[config.mk]
export PLATFORM = sky130hd
export DESIGN_NAME = dclk_regs
export DESIGN_NICKNAME = d
export VERILOG_FILES = /design/src/logic/dclk_pkg.sv /design/src/logic/dclk_rate_div.sv /design/src/logic/dclk_regs.sv
export SDC_FILE = /design/constraint.sdc
export NUM_CORES = 1
export LEC_CHECK = 0
export ABC_AREA = 1
export BUFFER_PORTS_ARGS = -buffer_cell sky130_fd_sc_hd__buf_2
export CORE_ASPECT_RATIO = 1.25
export CORE_MARGIN = 2
export CORE_UTILIZATION = 55
export DETAILED_ROUTE_END_ITERATION = 10
export HOLD_SLACK_MARGIN = 0.02
export PLACE_DENSITY = 0.8
export SYNTH_ARGS = -nofsm -noshare
export SYNTH_HDL_FRONTEND = slang
export SYNTH_SLANG_ARGS = --single-unit
[constraint.sdc]
create_clock -name core_clk -period 2 [get_ports core_clk]
set_input_delay 0 -clock core_clk [delete_from_list [all_inputs] [get_ports core_clk]]
set_output_delay 0 -clock core_clk [all_outputs]
set_load 0.02 [all_outputs]
[src/logic/dclk_pkg.sv]
package dclk_pkg;
   // ****************************************
   // Register offsets
   // ****************************************
   localparam logic [15:0] OFS_LOCK_KEY   = 16'h8300;
   localparam logic [15:0] OFS_GEN_SETUP  = 16'h8304;
   localparam logic [15:0] OFS_TIMING     = 16'h8308;
   localparam logic [15:0] OFS_PIX_OUT    = 16'h830c;
   localparam logic [15:0] OFS_SS_LINE    = 16'h835c;
   // Protected registers held outside this bank
   localparam logic [15:0] OFS_FB_ST      = 16'h8310;
   localparam logic [15:0] OFS_CB_ST      = 16'h8314;
   localparam logic [15:0] OFS_CURS_ST    = 16'h8318;
   localparam logic [15:0] OFS_LINE_DELTA = 16'h8324;
   localparam logic [15:0] OFS_BUF_SIZE   = 16'h8328;
   localparam logic [15:0] OFS_TIMING_LO  = 16'h8330;
   localparam logic [15:0] OFS_TIMING_HI  = 16'h8354;

   // ****************************************
   // Key and reset values
   // ****************************************
   localparam logic [15:0] UNLOCK_KEY     = 16'h4758;
   localparam logic [31:0] RST_WORD       = 32'h0000_0000;

   // ****************************************
   // General setup field positions
   // ****************************************
   localparam int BIT_DOT_HALVE   = 31;
   localparam int BIT_PIX_HALVE   = 30;
   localparam int BIT_VID_SPEED   = 29;
   localparam int BIT_VID_ON      = 28;
   localparam int BIT_SS_ON       = 27;
   localparam int BIT_FOURTH      = 26;
   localparam int BIT_FIFO_TEST   = 25;
   localparam int BIT_LINE_REPEAT = 24;
   localparam int BIT_CLK_STROBE  = 23;
   localparam int BIT_DAC_SEL_HI  = 22;
   localparam int BIT_DAC_SEL_LO  = 20;
endpackage

[src/logic/dclk_rate_div.sv]
`timescale 1ns/1ps
// ****************************************
// Dot and pixel clock enable divider
// ****************************************
module dclk_rate_div (
   input  wire logic core_clk,
   input  wire logic nrst,
   input  wire logic dot_halve,
   input  wire logic pix_halve,
   output logic      dot_en_r,
   output logic      pix_en_r
);
   logic phase_r;

   always_ff @(posedge core_clk or negedge nrst) begin
      if (!nrst) begin
         phase_r <= 1'b0;
      end else begin
         phase_r <= ~phase_r;
      end
   end

   // Dot halve wins if both are set: pixel then runs at full rate
   always_ff @(posedge core_clk or negedge nrst) begin
      if (!nrst) begin
         dot_en_r <= 1'b0;
         pix_en_r <= 1'b0;
      end else begin
         dot_en_r <= ~dot_halve | phase_r;
         pix_en_r <= dot_halve | ~pix_halve | phase_r;
      end
   end
endmodule

[src/logic/dclk_regs.sv]
`timescale 1ns/1ps
module dclk_regs #(
   parameter int LINE_W = 11
) (
   input  wire logic              core_clk,
   input  wire logic              nrst,
   input  wire logic              host_sel,
   input  wire logic              host_wr,
   input  wire logic [15:0]       host_addr,
   input  wire logic [31:0]       host_wdata,
   input  wire logic              line_start,
   input  wire logic [LINE_W-1:0] line_count,
   output logic [31:0]            host_rdata_r,
   output logic                   host_ack_r,
   output logic                   ext_wr_r,
   output logic [15:0]            ext_addr_r,
   output logic [31:0]            ext_wdata_r,
   output logic [31:0]            timing_setup_r,
   output logic [31:0]            pixel_output_setup_r,
   output logic                   dot_en_r,
   output logic                   pix_en_r,
   output logic                   video_port_speed_select_r,
   output logic                   motion_video_port_on_r,
   output logic                   fetch_addr_reset_r,
   output logic                   every_fourth_dword_fetch_r,
   output logic                   fifo_test_access_r,
   output logic                   fifo_ptr_reset_r,
   output logic                   repeat_line_r,
   output logic                   clock_chip_strobe_r,
   output logic [2:0]             palette_dac_reg_select_r
);
   if (LINE_W < 1 || LINE_W > 32) begin : g_bad_line_w
      $error("dclk_regs: LINE_W out of range");
   end

   // ****************************************
   // Decode helpers
   // ****************************************
   function automatic logic is_guarded(input logic [15:0] a);
      is_guarded = (a == dclk_pkg::OFS_GEN_SETUP) ||
                   (a == dclk_pkg::OFS_TIMING) ||
                   (a == dclk_pkg::OFS_PIX_OUT) ||
                   (a == dclk_pkg::OFS_FB_ST) ||
                   (a == dclk_pkg::OFS_CB_ST) ||
                   (a == dclk_pkg::OFS_CURS_ST) ||
                   (a == dclk_pkg::OFS_LINE_DELTA) ||
                   (a == dclk_pkg::OFS_BUF_SIZE) ||
                   (a >= dclk_pkg::OFS_TIMING_LO &&
                    a <= dclk_pkg::OFS_TIMING_HI);
   endfunction

   function automatic logic is_local(input logic [15:0] a);
      is_local = (a == dclk_pkg::OFS_LOCK_KEY) ||
                 (a == dclk_pkg::OFS_GEN_SETUP) ||
                 (a == dclk_pkg::OFS_TIMING) ||
                 (a == dclk_pkg::OFS_PIX_OUT) ||
                 (a == dclk_pkg::OFS_SS_LINE);
   endfunction

   logic [31:0]       lock_key_r;
   logic [31:0]       gen_r;
   logic [LINE_W-1:0] ss_line_r;
   logic              unlocked;
   logic              wr_ok;
   logic              wr_go;
   logic              fifo_test_d_r;

   // Key compared as it stands now, so a new key governs the next write
   assign unlocked = lock_key_r[15:0] == dclk_pkg::UNLOCK_KEY;
   assign wr_go    = host_sel && host_wr;
   assign wr_ok    = wr_go && (!is_guarded(host_addr) || unlocked);

   // ****************************************
   // Register writes
   // ****************************************
   // Upper key bits are stored but never consulted
   always_ff @(posedge core_clk or negedge nrst) begin
      if (!nrst) begin
         lock_key_r <= dclk_pkg::RST_WORD;
      end else if (wr_go && host_addr == dclk_pkg::OFS_LOCK_KEY) begin
         lock_key_r <= host_wdata;
      end
   end

   always_ff @(posedge core_clk or negedge nrst) begin
      if (!nrst) begin
         gen_r                <= dclk_pkg::RST_WORD;
         timing_setup_r       <= dclk_pkg::RST_WORD;
         pixel_output_setup_r <= dclk_pkg::RST_WORD;
      end else if (wr_ok) begin
         case (host_addr)
            dclk_pkg::OFS_GEN_SETUP: begin
               gen_r <= host_wdata;
            end
            dclk_pkg::OFS_TIMING: begin
               timing_setup_r <= host_wdata;
            end
            dclk_pkg::OFS_PIX_OUT: begin
               pixel_output_setup_r <= host_wdata;
            end
            default: begin
            end
         endcase
      end
   end

   // Split line value is not under the lock
   always_ff @(posedge core_clk or negedge nrst) begin
      if (!nrst) begin
         ss_line_r <= '0;
      end else if (wr_go && host_addr == dclk_pkg::OFS_SS_LINE) begin
         ss_line_r <= host_wdata[LINE_W-1:0];
      end
   end

   // Guarded registers held elsewhere only see allowed writes
   always_ff @(posedge core_clk or negedge nrst) begin
      if (!nrst) begin
         ext_wr_r    <= 1'b0;
         ext_addr_r  <= 16'h0000;
         ext_wdata_r <= dclk_pkg::RST_WORD;
      end else begin
         ext_wr_r <= wr_ok && !is_local(host_addr);
         if (wr_ok && !is_local(host_addr)) begin
            ext_addr_r  <= host_addr;
            ext_wdata_r <= host_wdata;
         end
      end
   end

   // ****************************************
   // Register reads
   // ****************************************
   always_ff @(posedge core_clk or negedge nrst) begin
      if (!nrst) begin
         host_rdata_r <= dclk_pkg::RST_WORD;
         host_ack_r   <= 1'b0;
      end else begin
         host_ack_r <= host_sel;
         if (host_sel && !host_wr) begin
            case (host_addr)
               dclk_pkg::OFS_LOCK_KEY:  host_rdata_r <= lock_key_r;
               dclk_pkg::OFS_GEN_SETUP: host_rdata_r <= gen_r;
               dclk_pkg::OFS_TIMING:    host_rdata_r <= timing_setup_r;
               dclk_pkg::OFS_PIX_OUT: begin
                  host_rdata_r <= pixel_output_setup_r;
               end
               dclk_pkg::OFS_SS_LINE: begin
                  host_rdata_r <= 32'(ss_line_r);
               end
               default: host_rdata_r <= dclk_pkg::RST_WORD;
            endcase
         end
      end
   end

   // ****************************************
   // Clock rate enables
   // ****************************************
   dclk_rate_div u_div (
      .core_clk  (core_clk),
      .nrst      (nrst),
      .dot_halve (gen_r[dclk_pkg::BIT_DOT_HALVE]),
      .pix_halve (gen_r[dclk_pkg::BIT_PIX_HALVE]),
      .dot_en_r  (dot_en_r),
      .pix_en_r  (pix_en_r)
   );

   // ****************************************
   // Mode outputs and pins
   // ****************************************
   always_ff @(posedge core_clk or negedge nrst) begin
      if (!nrst) begin
         video_port_speed_select_r  <= 1'b0;
         motion_video_port_on_r     <= 1'b0;
         every_fourth_dword_fetch_r <= 1'b0;
         fifo_test_access_r         <= 1'b0;
         clock_chip_strobe_r        <= 1'b0;
         palette_dac_reg_select_r   <= 3'h0;
      end else begin
         video_port_speed_select_r  <= gen_r[dclk_pkg::BIT_VID_SPEED];
         motion_video_port_on_r     <= gen_r[dclk_pkg::BIT_VID_ON];
         every_fourth_dword_fetch_r <= gen_r[dclk_pkg::BIT_FOURTH];
         fifo_test_access_r         <= gen_r[dclk_pkg::BIT_FIFO_TEST];
         clock_chip_strobe_r <= gen_r[dclk_pkg::BIT_CLK_STROBE];
         palette_dac_reg_select_r <=
            gen_r[dclk_pkg::BIT_DAC_SEL_HI:dclk_pkg::BIT_DAC_SEL_LO];
      end
   end

   // Pointer reset fires once per rise of the test bit
   always_ff @(posedge core_clk or negedge nrst) begin
      if (!nrst) begin
         fifo_test_d_r    <= 1'b0;
         fifo_ptr_reset_r <= 1'b0;
      end else begin
         fifo_test_d_r    <= gen_r[dclk_pkg::BIT_FIFO_TEST];
         fifo_ptr_reset_r <= gen_r[dclk_pkg::BIT_FIFO_TEST] &&
                             !fifo_test_d_r;
      end
   end

   // Line events are judged at the start of each line
   always_ff @(posedge core_clk or negedge nrst) begin
      if (!nrst) begin
         fetch_addr_reset_r <= 1'b0;
         repeat_line_r      <= 1'b0;
      end else begin
         fetch_addr_reset_r <= line_start &&
                               gen_r[dclk_pkg::BIT_SS_ON] &&
                               line_count == ss_line_r;
         if (line_start) begin
            repeat_line_r <= gen_r[dclk_pkg::BIT_LINE_REPEAT] &&
                             line_count[0];
         end
      end
   end
endmodule

; ---- Yosys cells after proc, flatten, opt, wreduce, memory -nomap -nowiden
; Cells that the tools add are included.
[totals]
reg_bits = 235
in_bits = 64
output_inout_bits = 159
elab_cells = 74
[op_classes]
order_cmp = 2
eq_ne = 12
n_mux = 1
n_bitwise = 6
n_reduce_logical = 31
[op_table]
columns = op, count
row1 = "16-bit equality test, second input constant", 10
row2 = 32-bit one-hot mux with 5 select lines, 1
row3 = "16-bit by 15-bit equality test with 1-bit output, second input constant", 1
row4 = "16-bit greater-or-equal comparator, second input constant", 1
row5 = "16-bit less-or-equal comparator, second input constant", 1
row6 = 1-bit logical OR, 13
row7 = 11-bit equality test, 1
row8 = 1-bit logical AND, 11
row9 = 2-bit AND reduction, 3
row10 = 1-bit zero test, 4
row11 = 1-bit NOT, 3
row12 = 1-bit bitwise OR, 3

; ---- Longest topological paths before layout
; Gate-level depths: netlist of run 1.
[depth]
depth_word = 13
mapped_depth = 15
mapped_depth_nobuf = 13

; ---- Hierarchy
; A second synthesis of run 1 with hierarchy kept.
[unflattened]
cells_unflattened = 1214
hier_area_um2 = 10535.1
[modules_own_cells]
columns = mod, instances, cells_per_inst, area_each_um2, seq_area_each_um2
row1 = dclk_regs, 1, 1207, 10445.0, 5805.6
row2 = dclk_rate_div, 1, 7, 90.1, 75.1

; ---- Worst setup path after synthesis of run 1
; OpenSTA, ideal clock, no wires.
[synth_path]
path_kind = reg-to-reg
start = register lock_key_r[15]
end = register timing_setup_r[10]
arrival_ps = 1357
required_time_ps = 1883
path_slack_ps = 526
path_stages_with_launch = 9
path_buffers = 2
period_less_slack_ps = 1474
path_cell_list = dfrtp_1 -> nor4_1 -> nand3_1 -> nand2_2 -> buf_4 -> nand3_4 -> buf_4 -> nand2_1 -> nand2_1
[synth_between]
elab_chain_cells = 4
[synth_lines]
columns = item, line_no
row1 = from (decl), dclk_regs.sv:60  ; logic [31:0] lock_key_r;
row2 = from (signal assigned), dclk_regs.sv:79  ; lock_key_r <= dclk_pkg::RST_WORD;
row3 = from (signal assigned), dclk_regs.sv:81  ; lock_key_r <= host_wdata;
row4 = 16-bit by 15-bit equality test with 1-bit output, dclk_regs.sv:69  ; assign unlocked = lock_key_r[15:0] == dclk_pkg::UNLOCK_KEY;
row5 = 1-bit logical OR, dclk_regs.sv:71  ; assign wr_ok = wr_go && (!is_guarded(host_addr) || unlocked);
row6 = 1-bit logical AND, dclk_regs.sv:71
row7 = 2-bit AND reduction (no line), -
row8 = to (signal assigned), dclk_regs.sv:88  ; timing_setup_r <= dclk_pkg::RST_WORD;
row9 = to (signal assigned), dclk_regs.sv:96  ; timing_setup_r <= host_wdata;
row10 = to (decl), dclk_regs.sv:18  ; output logic [31:0] timing_setup_r,
; Every way passes these cells.
; A chain may end at the register's enable or synchronous reset.

; ---- Worst setup path after layout of run 1
[layout_path]
start = input host_addr[13]
end = register pixel_output_setup_r[17]
[layout_between]
elab_chain_cells = 13
word_cells_on_any_way = 23
classes_between = order compare (2) / eq/ne (8) / reduce/logical (13)
[layout_lines]
columns = item, line_no
row1 = from (decl), dclk_regs.sv:9  ; input wire logic [15:0] host_addr,
row2 = branches (longest 12 deep; another with 16-bit greater-or-equal comparator), -
row3 = 2-bit AND reduction (no line) *, -
row4 = to (signal assigned), dclk_regs.sv:89  ; pixel_output_setup_r <= dclk_pkg::RST_WORD;
row5 = to (signal assigned), dclk_regs.sv:99  ; pixel_output_setup_r <= host_wdata;
row6 = to (decl), dclk_regs.sv:19  ; output logic [31:0] pixel_output_setup_r,
; Mark *: on every way between the ends.

==> results of run 1 <==
-- through the flow --
step | instance area, sq um | cells | hold slack [ns] | setup slack, ns | power (mW)
after global routing | 13400 | 1728 | 0.119 | 0.00582 | 10.7
final | 13400 | 1728 | 0.0922 | 0.126 | 10.3
after floorplan | 10500 | 1215 | -0.296 | 0.526 | 5.56
after global placement | 11900 | 1616 | -0.0740 | 0.167 | 6.06
after detailed placement | 11900 | 1616 | -0.0702 | 0.121 | 6.07
after CTS | 13300 | 1723 | 0.105 | 0.0423 | 10.3
-- what timing repair did --
item	4_1_cts	5_1_grt
setup endpoints to repair	0	148
resized for setup	0	14
endpoints found under the hold margin	428	0
hold buffers	65	0
buffers inserted	0	1
-- power by group through the flow --
| stage | sequential (mW) | combinational (mW) | clock (mW) |
|---|---|---|---|
| 6_report | 5.01 | 1.13 | 4.19 |
| 3_3_place_gp | 5.08 | 0.974 | 0 |
| 3_5_place_dp | 5.08 | 0.994 | 0 |
| 4_1_cts | 5.00 | 1.09 | 4.20 |
| 5_1_grt | 5.02 | 1.22 | 4.42 |
| 2_1_floorplan | 5.27 | 0.291 | 0 |
-- sequential cells by signal, summed over array words and instances (netlist names), 3 cells and up --
| name | cells |
|---|---|
| timing_setup_r | 32 |
| ss_line_r | 11 |
| ext_addr_r | 16 |
| lock_key_r | 32 |
| palette_dac_reg_select_r | 3 |
| ext_wdata_r | 32 |
| pixel_output_setup_r | 32 |
| host_rdata_r | 32 |
| gen_r | 32 |
-- worst max-delay path: stages --
cell,delay [ns]
dlygate4sd3_1,0.53
buf_2,0.13
nor2_1,0.13
nand2_1,0.13
nor2_4,0.22
nand3_2,0.18
nor2_1,0.14
nor2_1,0.07
nand2_2,0.13
nand2_4,0.11
nand3_1,0.16
buf_4,0.23
nand2_1,0.08
nand2_1,0.07
-- cells by family (layout without fill, tap and decap cells) --
kind of cell | after synthesis | in the layout | synth area share [%]
buffers and inverters | 137 | 415 | 5.71
muxes | 21 | 21 | 2.24
and+or+nand+nor | 723 | 726 | 31.2
DFF | 235 | 235 | 55.8
AOI/OAI and AO/OA | 96 | 96 | 4.77
xor gates and xnor gates | 3 | 3 | 0.249
-- layout make-up --
class                      count  share of cell area [%]
inverter                      46                    1.30
tap                          232                    2.16
clock buffer                  35                    4.84
clock inverter                 7                   0.475
multi-input combinational    846                    30.8
sequential                   235                    43.8
timing repair buffer         327                    16.7
-- layout by cell type, fill, tap and decap left out, types with 18 or more instances in the layout --
| cell type | netlist | routed |
|---|---|---|
| a21oi_1 | 20 | 20 |
| buf_2 | 28 | 221 |
| buf_4 | 10 | 25 |
| clkbuf_16 | 0 | 24 |
| dfrtp_1 | 235 | 235 |
| dlygate4sd3_1 | 0 | 64 |
| inv_1 | 43 | 42 |
| mux2_1 | 18 | 18 |
| nand2_1 | 426 | 424 |
| nand3_1 | 95 | 94 |
| nand4_1 | 147 | 147 |
| nor2_1 | 32 | 28 |
| o21ai_0 | 68 | 68 |
-- worst min path at each step --
| stage | slack, ns | end | cells past startpoint | start |
|---|---|---|---|---|
| finish | 0.09 | lock_key_r[2] | 3 | nrst |
| global route | 0.12 | host_ack_r | 3 | nrst |
| CTS | 0.10 | host_rdata_r[5] | 3 | nrst |
| detailed placement | -0.07 | u_div.dot_en_r | 1 | nrst |
| global placement | -0.07 | host_rdata_r[5] | 1 | nrst |
| floorplan | -0.30 | clock_chip_strobe_r | 0 | nrst |
-- per-layer routing --
layer | wire length (microns) | up-vias | global-route usage (%) | part of all wire, %
met2 | 16300 | 679 | 52.1 | 47
met1 | 13400 | 5027 | 46.1 | 38
li1 | - | 4639 | - | -
met3 | 3660 | 139 | 7.48 | 10
met4 | 1670 | 0 | 14.0 | 4.8
met5 | 0 | - | 0 | 0
==> metrics, run 1 <==
first-pass GRT wire length between 50 and 60 mm; register area share after synthesis between 50% and 60%; max-slew violation total from the final report 0; CP max FO 11; r2r worst-path depth 6; Initial Util a little under three fifths; r2r endpoint gen_r[11]; PD cells 769 nW/um^2; Routed Antenna Nets 0; Worst R2R Start lock_key_r[1]; most frequent cell after synthesis nand2_1; final WL 35.0 mm; clk sinks around 240; fin nets about 1500; Final Critical Period 1.87 ns; via count between 10000 and 15000; critical path class in2reg; internal power around 7.7 mW; Post-synth ARST share 100%; critical path endpoint pixel_output_setup_r[17]; IO buf count about 220; worst skew pair latency ~0.52 ns; Top Ports 223; f_max roughly 530 MHz; Die ar. a little over 20000 sq um; Core Area roughly 19000 sq um; row count 56; synthesized area between 10000 and 15000 sq um; WL/cell 20.3 microns; most used flip-flop cell after synthesis dfrtp_1; Critical Path Source host_addr[13]; post-route clock skew between 0.015 and 0.02 ns; area fraction of the dominant cell type after synthesis a little under three fifths; vias in the first global route about 10000; CP Capture Type flip-flop; register area around 5900 sq um; final design utilization ~72%; fill count about 1400; RSZ-0062 raised after global routing no; cell accounting for the most synthesized area dfrtp_1; Root Driver clkbuf_16; Clock Path Buffers 3; Avg Inst Size Synth 8.67 sq um; FF+latch count, synth 235; DR pass1 iterations 6; CTS tree built; DRC viols 0; maximum capacitance violations 0; Global Route Usage Sum 33.6%; Slew HR between 60% and 70%; initial antenna violation count 0; die width between 100 and 150 microns; Cells after Synth between 1000 and 1500; worst-margin pin slew 0.466 ns; outcome finished, final reports clean; Synth top cells by count 426 x nand2_1, 235 x dfrtp_1, 147 x nand4_1; share of layout cells above drive strength 1 between 20% and 30%; vias per std cell a little over 6; Req. time, crit path between 2 and 2.5 ns; RePlAce Congestion roughly 0.9; dominant cells by area after synthesis dfrtp_1 56%, nand2_1 15%, nand4_1 8.7%, nand3_1 4.5%, o21ai_0 3.2%; multi-input logic area ~4100 sq um; Syn Nets ~1300; Net Sw Frac 25.9%; Flop pwr share between 40% and 50%; maximum VDD drop 0.671 mV; Period Utilization, post-route a little over nine tenths; diodes inserted 0; Reg clk slew, reported paths around 0.060 ns; Fin Setup TNS 0 ns; flop2flop setup slack between 0.1 and 0.15 ns; Layout area overhead 27.5%; final setup violation count 0; Overflow after GRT 0; Distinct cells, synth 33; die height 159 microns; DP HPWL ~22 mm; Hold Fails Final Rpt 0; CTS buffer count 23; crit path DAT 2.32 ns; H-tree depth 1; Tightest Hold Check Type in2async; largest net degree at the start of global routing 65; Logic pwr share roughly 11%; Clk pwr share slightly above 40%; LEAKAGE approximately 7.2 nW; Setup crit start kind input pin; yosys warns 0; Post-synth EDFFs 0; Iter 0 DRT Violations 1170; net switching power approximately 2.7 mW
(Power assumes the default switching activity.)
==> run 2, diff against run 1 <==
--- a/config.mk
+++ b/config.mk
@@ -13,6 +13,7 @@
 export DETAILED_ROUTE_END_ITERATION = 10
 export HOLD_SLACK_MARGIN = 0.02
 export PLACE_DENSITY = 0.8
+export SETUP_SLACK_MARGIN = 0.3
 export SYNTH_ARGS = -nofsm -noshare
 export SYNTH_HDL_FRONTEND = slang
 export SYNTH_SLANG_ARGS = --single-unit
==> run 2 against run 1 <==
Net effect:
- register-to-register slack worse by 0.04 ns
- count of clock-buffer cells in the layout unchanged
- global-route usage up 1.4 points
- clock skew down 0.0034 ns
- non-clock buffer count up 33
==> metrics, run 2 (same netlist as run 1, synthesis figures left out) <==
Clock Path Buffers 3; initial antenna violation count 0; RePlAce Congestion a little under 0.9; maximum capacitance violations 0; post-route clock skew 0.0156 ns; Hold Fails Final Rpt 0; CP Capture Type flip-flop; Iter 0 DRT Violations 1723; vias per std cell approximately 6.4; commonest non-fill, non-tap cell in the layout nand2_1; Final Critical Period slightly below 2 ns; flop2flop setup slack approximately 0.09 ns; first-pass GRT wire length between 50 and 60 mm; Top Ports around 220; fin nets around 1600; vias in the first global route around 10000; Placed Area approximately 12000 sq um; Top Family by Delay on Critical Path simple AND/OR/NAND/NOR gates; CP max FO 13; Routed Antenna Nets 0; die width about 130 microns; Setup WS post-layout 0.0694 ns; worst-path cell with the longest stage delay dlygate4sd3_1; r2r worst-path depth 8; fill count about 1200; CP peak stage delay around 0.52 ns; Min Hold Slack between 0.15 and 0.2 ns; worst skew pair latency 0.52 ns; H-tree depth 1; CTS buffer count 23; outcome finished, final reports clean; most frequent cells in the layout 364 x nand2_1, 235 x dfrtp_1, 221 x buf_2; worst-margin pin slew 0.488 ns; critical path class in2reg; worst-path cell chain dlygate4sd3_1 -> buf_2 -> inv_1 -> o21ai_0 -> nor2_1 -> nand2_1 -> nor2_1 -> nor2_2 -> nand2_4 -> nand2_8 -> nand3_4 -> buf_12 -> nand2_1 -> nand2_1; pre-CTS setup slack 0.121 ns; largest net degree at the start of global routing 65; PD cells roughly 740 nW/um^2; DRC viols 0; crit path DAT about 2.3 ns; final setup violation count 0; final WL 40.3 mm; Fin Setup TNS 0 ns; CP Buf/Inv Count 4; clk sinks between 200 and 250; RSZ-0062 raised after global routing yes; Reg clk slew, reported paths roughly 0.06 ns; maximum VDD drop between 0.6 and 0.7 mV; Initial Util ~56%; Tightest Hold Check Type in2reg; die height 159 microns; multi-input logic area roughly 4400 sq um; DP HPWL roughly 22 mm; CTS tree built; Worst path depth 14; register area about 6000 sq um; Slew HR about 67%; Global Route Usage Sum 35.1%; share of layout cells above drive strength 1 between 20% and 30%; Worst path most repeated cell nand2_1; Setup crit start kind input pin; Die ar. 20300 sq um; via count ~11000; f_max between 500 and 600 MHz; Req. time, crit path between 2 and 2.5 ns; IO buf count 222; diodes inserted 0; WL/cell ~23 microns; LEAKAGE between 7 and 8 nW; Core Area between 15000 and 20000 sq um; Layout area overhead 35.6%; max-slew violation total from the final report 0; Overflow after GRT 0; worst hold path depth 2; Period Utilization, post-route 96.5%; post-route cell area roughly 14000 sq um; Root Driver clkbuf_16; row count 56; DR pass1 iterations 6
==> run 2: final timing paths <==
check                                    start                to
worst max-delay path              host_addr[4]    ext_addr_r[11]
worst min-delay path                  host_sel        host_ack_r
worst max register to register  lock_key_r[14]    ext_addr_r[11]
worst min register to register   fifo_test_d_r  fifo_ptr_reset_r
max in group asynchronous                 nrst    ext_wdata_r[4]
min in group asynchronous                 nrst    u_div.dot_en_r
==> run 2: routing by layer <==
metal / wire (microns) / vias up / global-route usage (%)
li1: - / 4714 / -
met1: 13800 / 5305 / 47.4
met2: 18300 / 1045 / 53.8
met3: 5150 / 254 / 8.09
met4: 3040 / 0 / 16.5
met5: 0 / - / 0
==> run 2: power by group <==
group	leakage, nW	total, mW	switching, mW	internal, mW
logic	4.02	1.33	0.847	0.481
registers	3.19	5.03	0.125	4.91
clock network	0.354	4.26	1.88	2.38
==> run 2: area by class of cell <==
class | instances | area share, %
flip-flops and latches | 235 | 41.1
multi-input cells | 846 | 31.0
repair buffers | 360 | 19.6
clock buffers | 35 | 4.55
well taps | 232 | 2.03
inverters | 46 | 1.23
clock inverters | 7 | 0.446
==> run 2: metrics by stage <==
| step | std cells | utilization [%] | power (mW) |
|---|---|---|---|
| 2_1_floorplan | 1215 | - | 5.56 |
| 3_5_place_dp | 1616 | 63.6 | 6.07 |
| 4_1_cts | 1737 | 72.0 | 10.3 |
| 5_1_grt | 1761 | 76.1 | 10.9 |
| 6_report | 1761 | 76.1 | 10.6 |
| 3_3_place_gp | 1616 | 63.6 | 6.06 |
==> run 2: timing repair <==
item / in CTS / in global routing
cloned: 4 / 16
buffers inserted: 8 / 10
hold buffers: 67 / 0
setup endpoints to repair: 128 / 160
endpoints found under the hold margin: 428 / 0
resized for setup: 12 / 117
pin swaps: 3 / 19
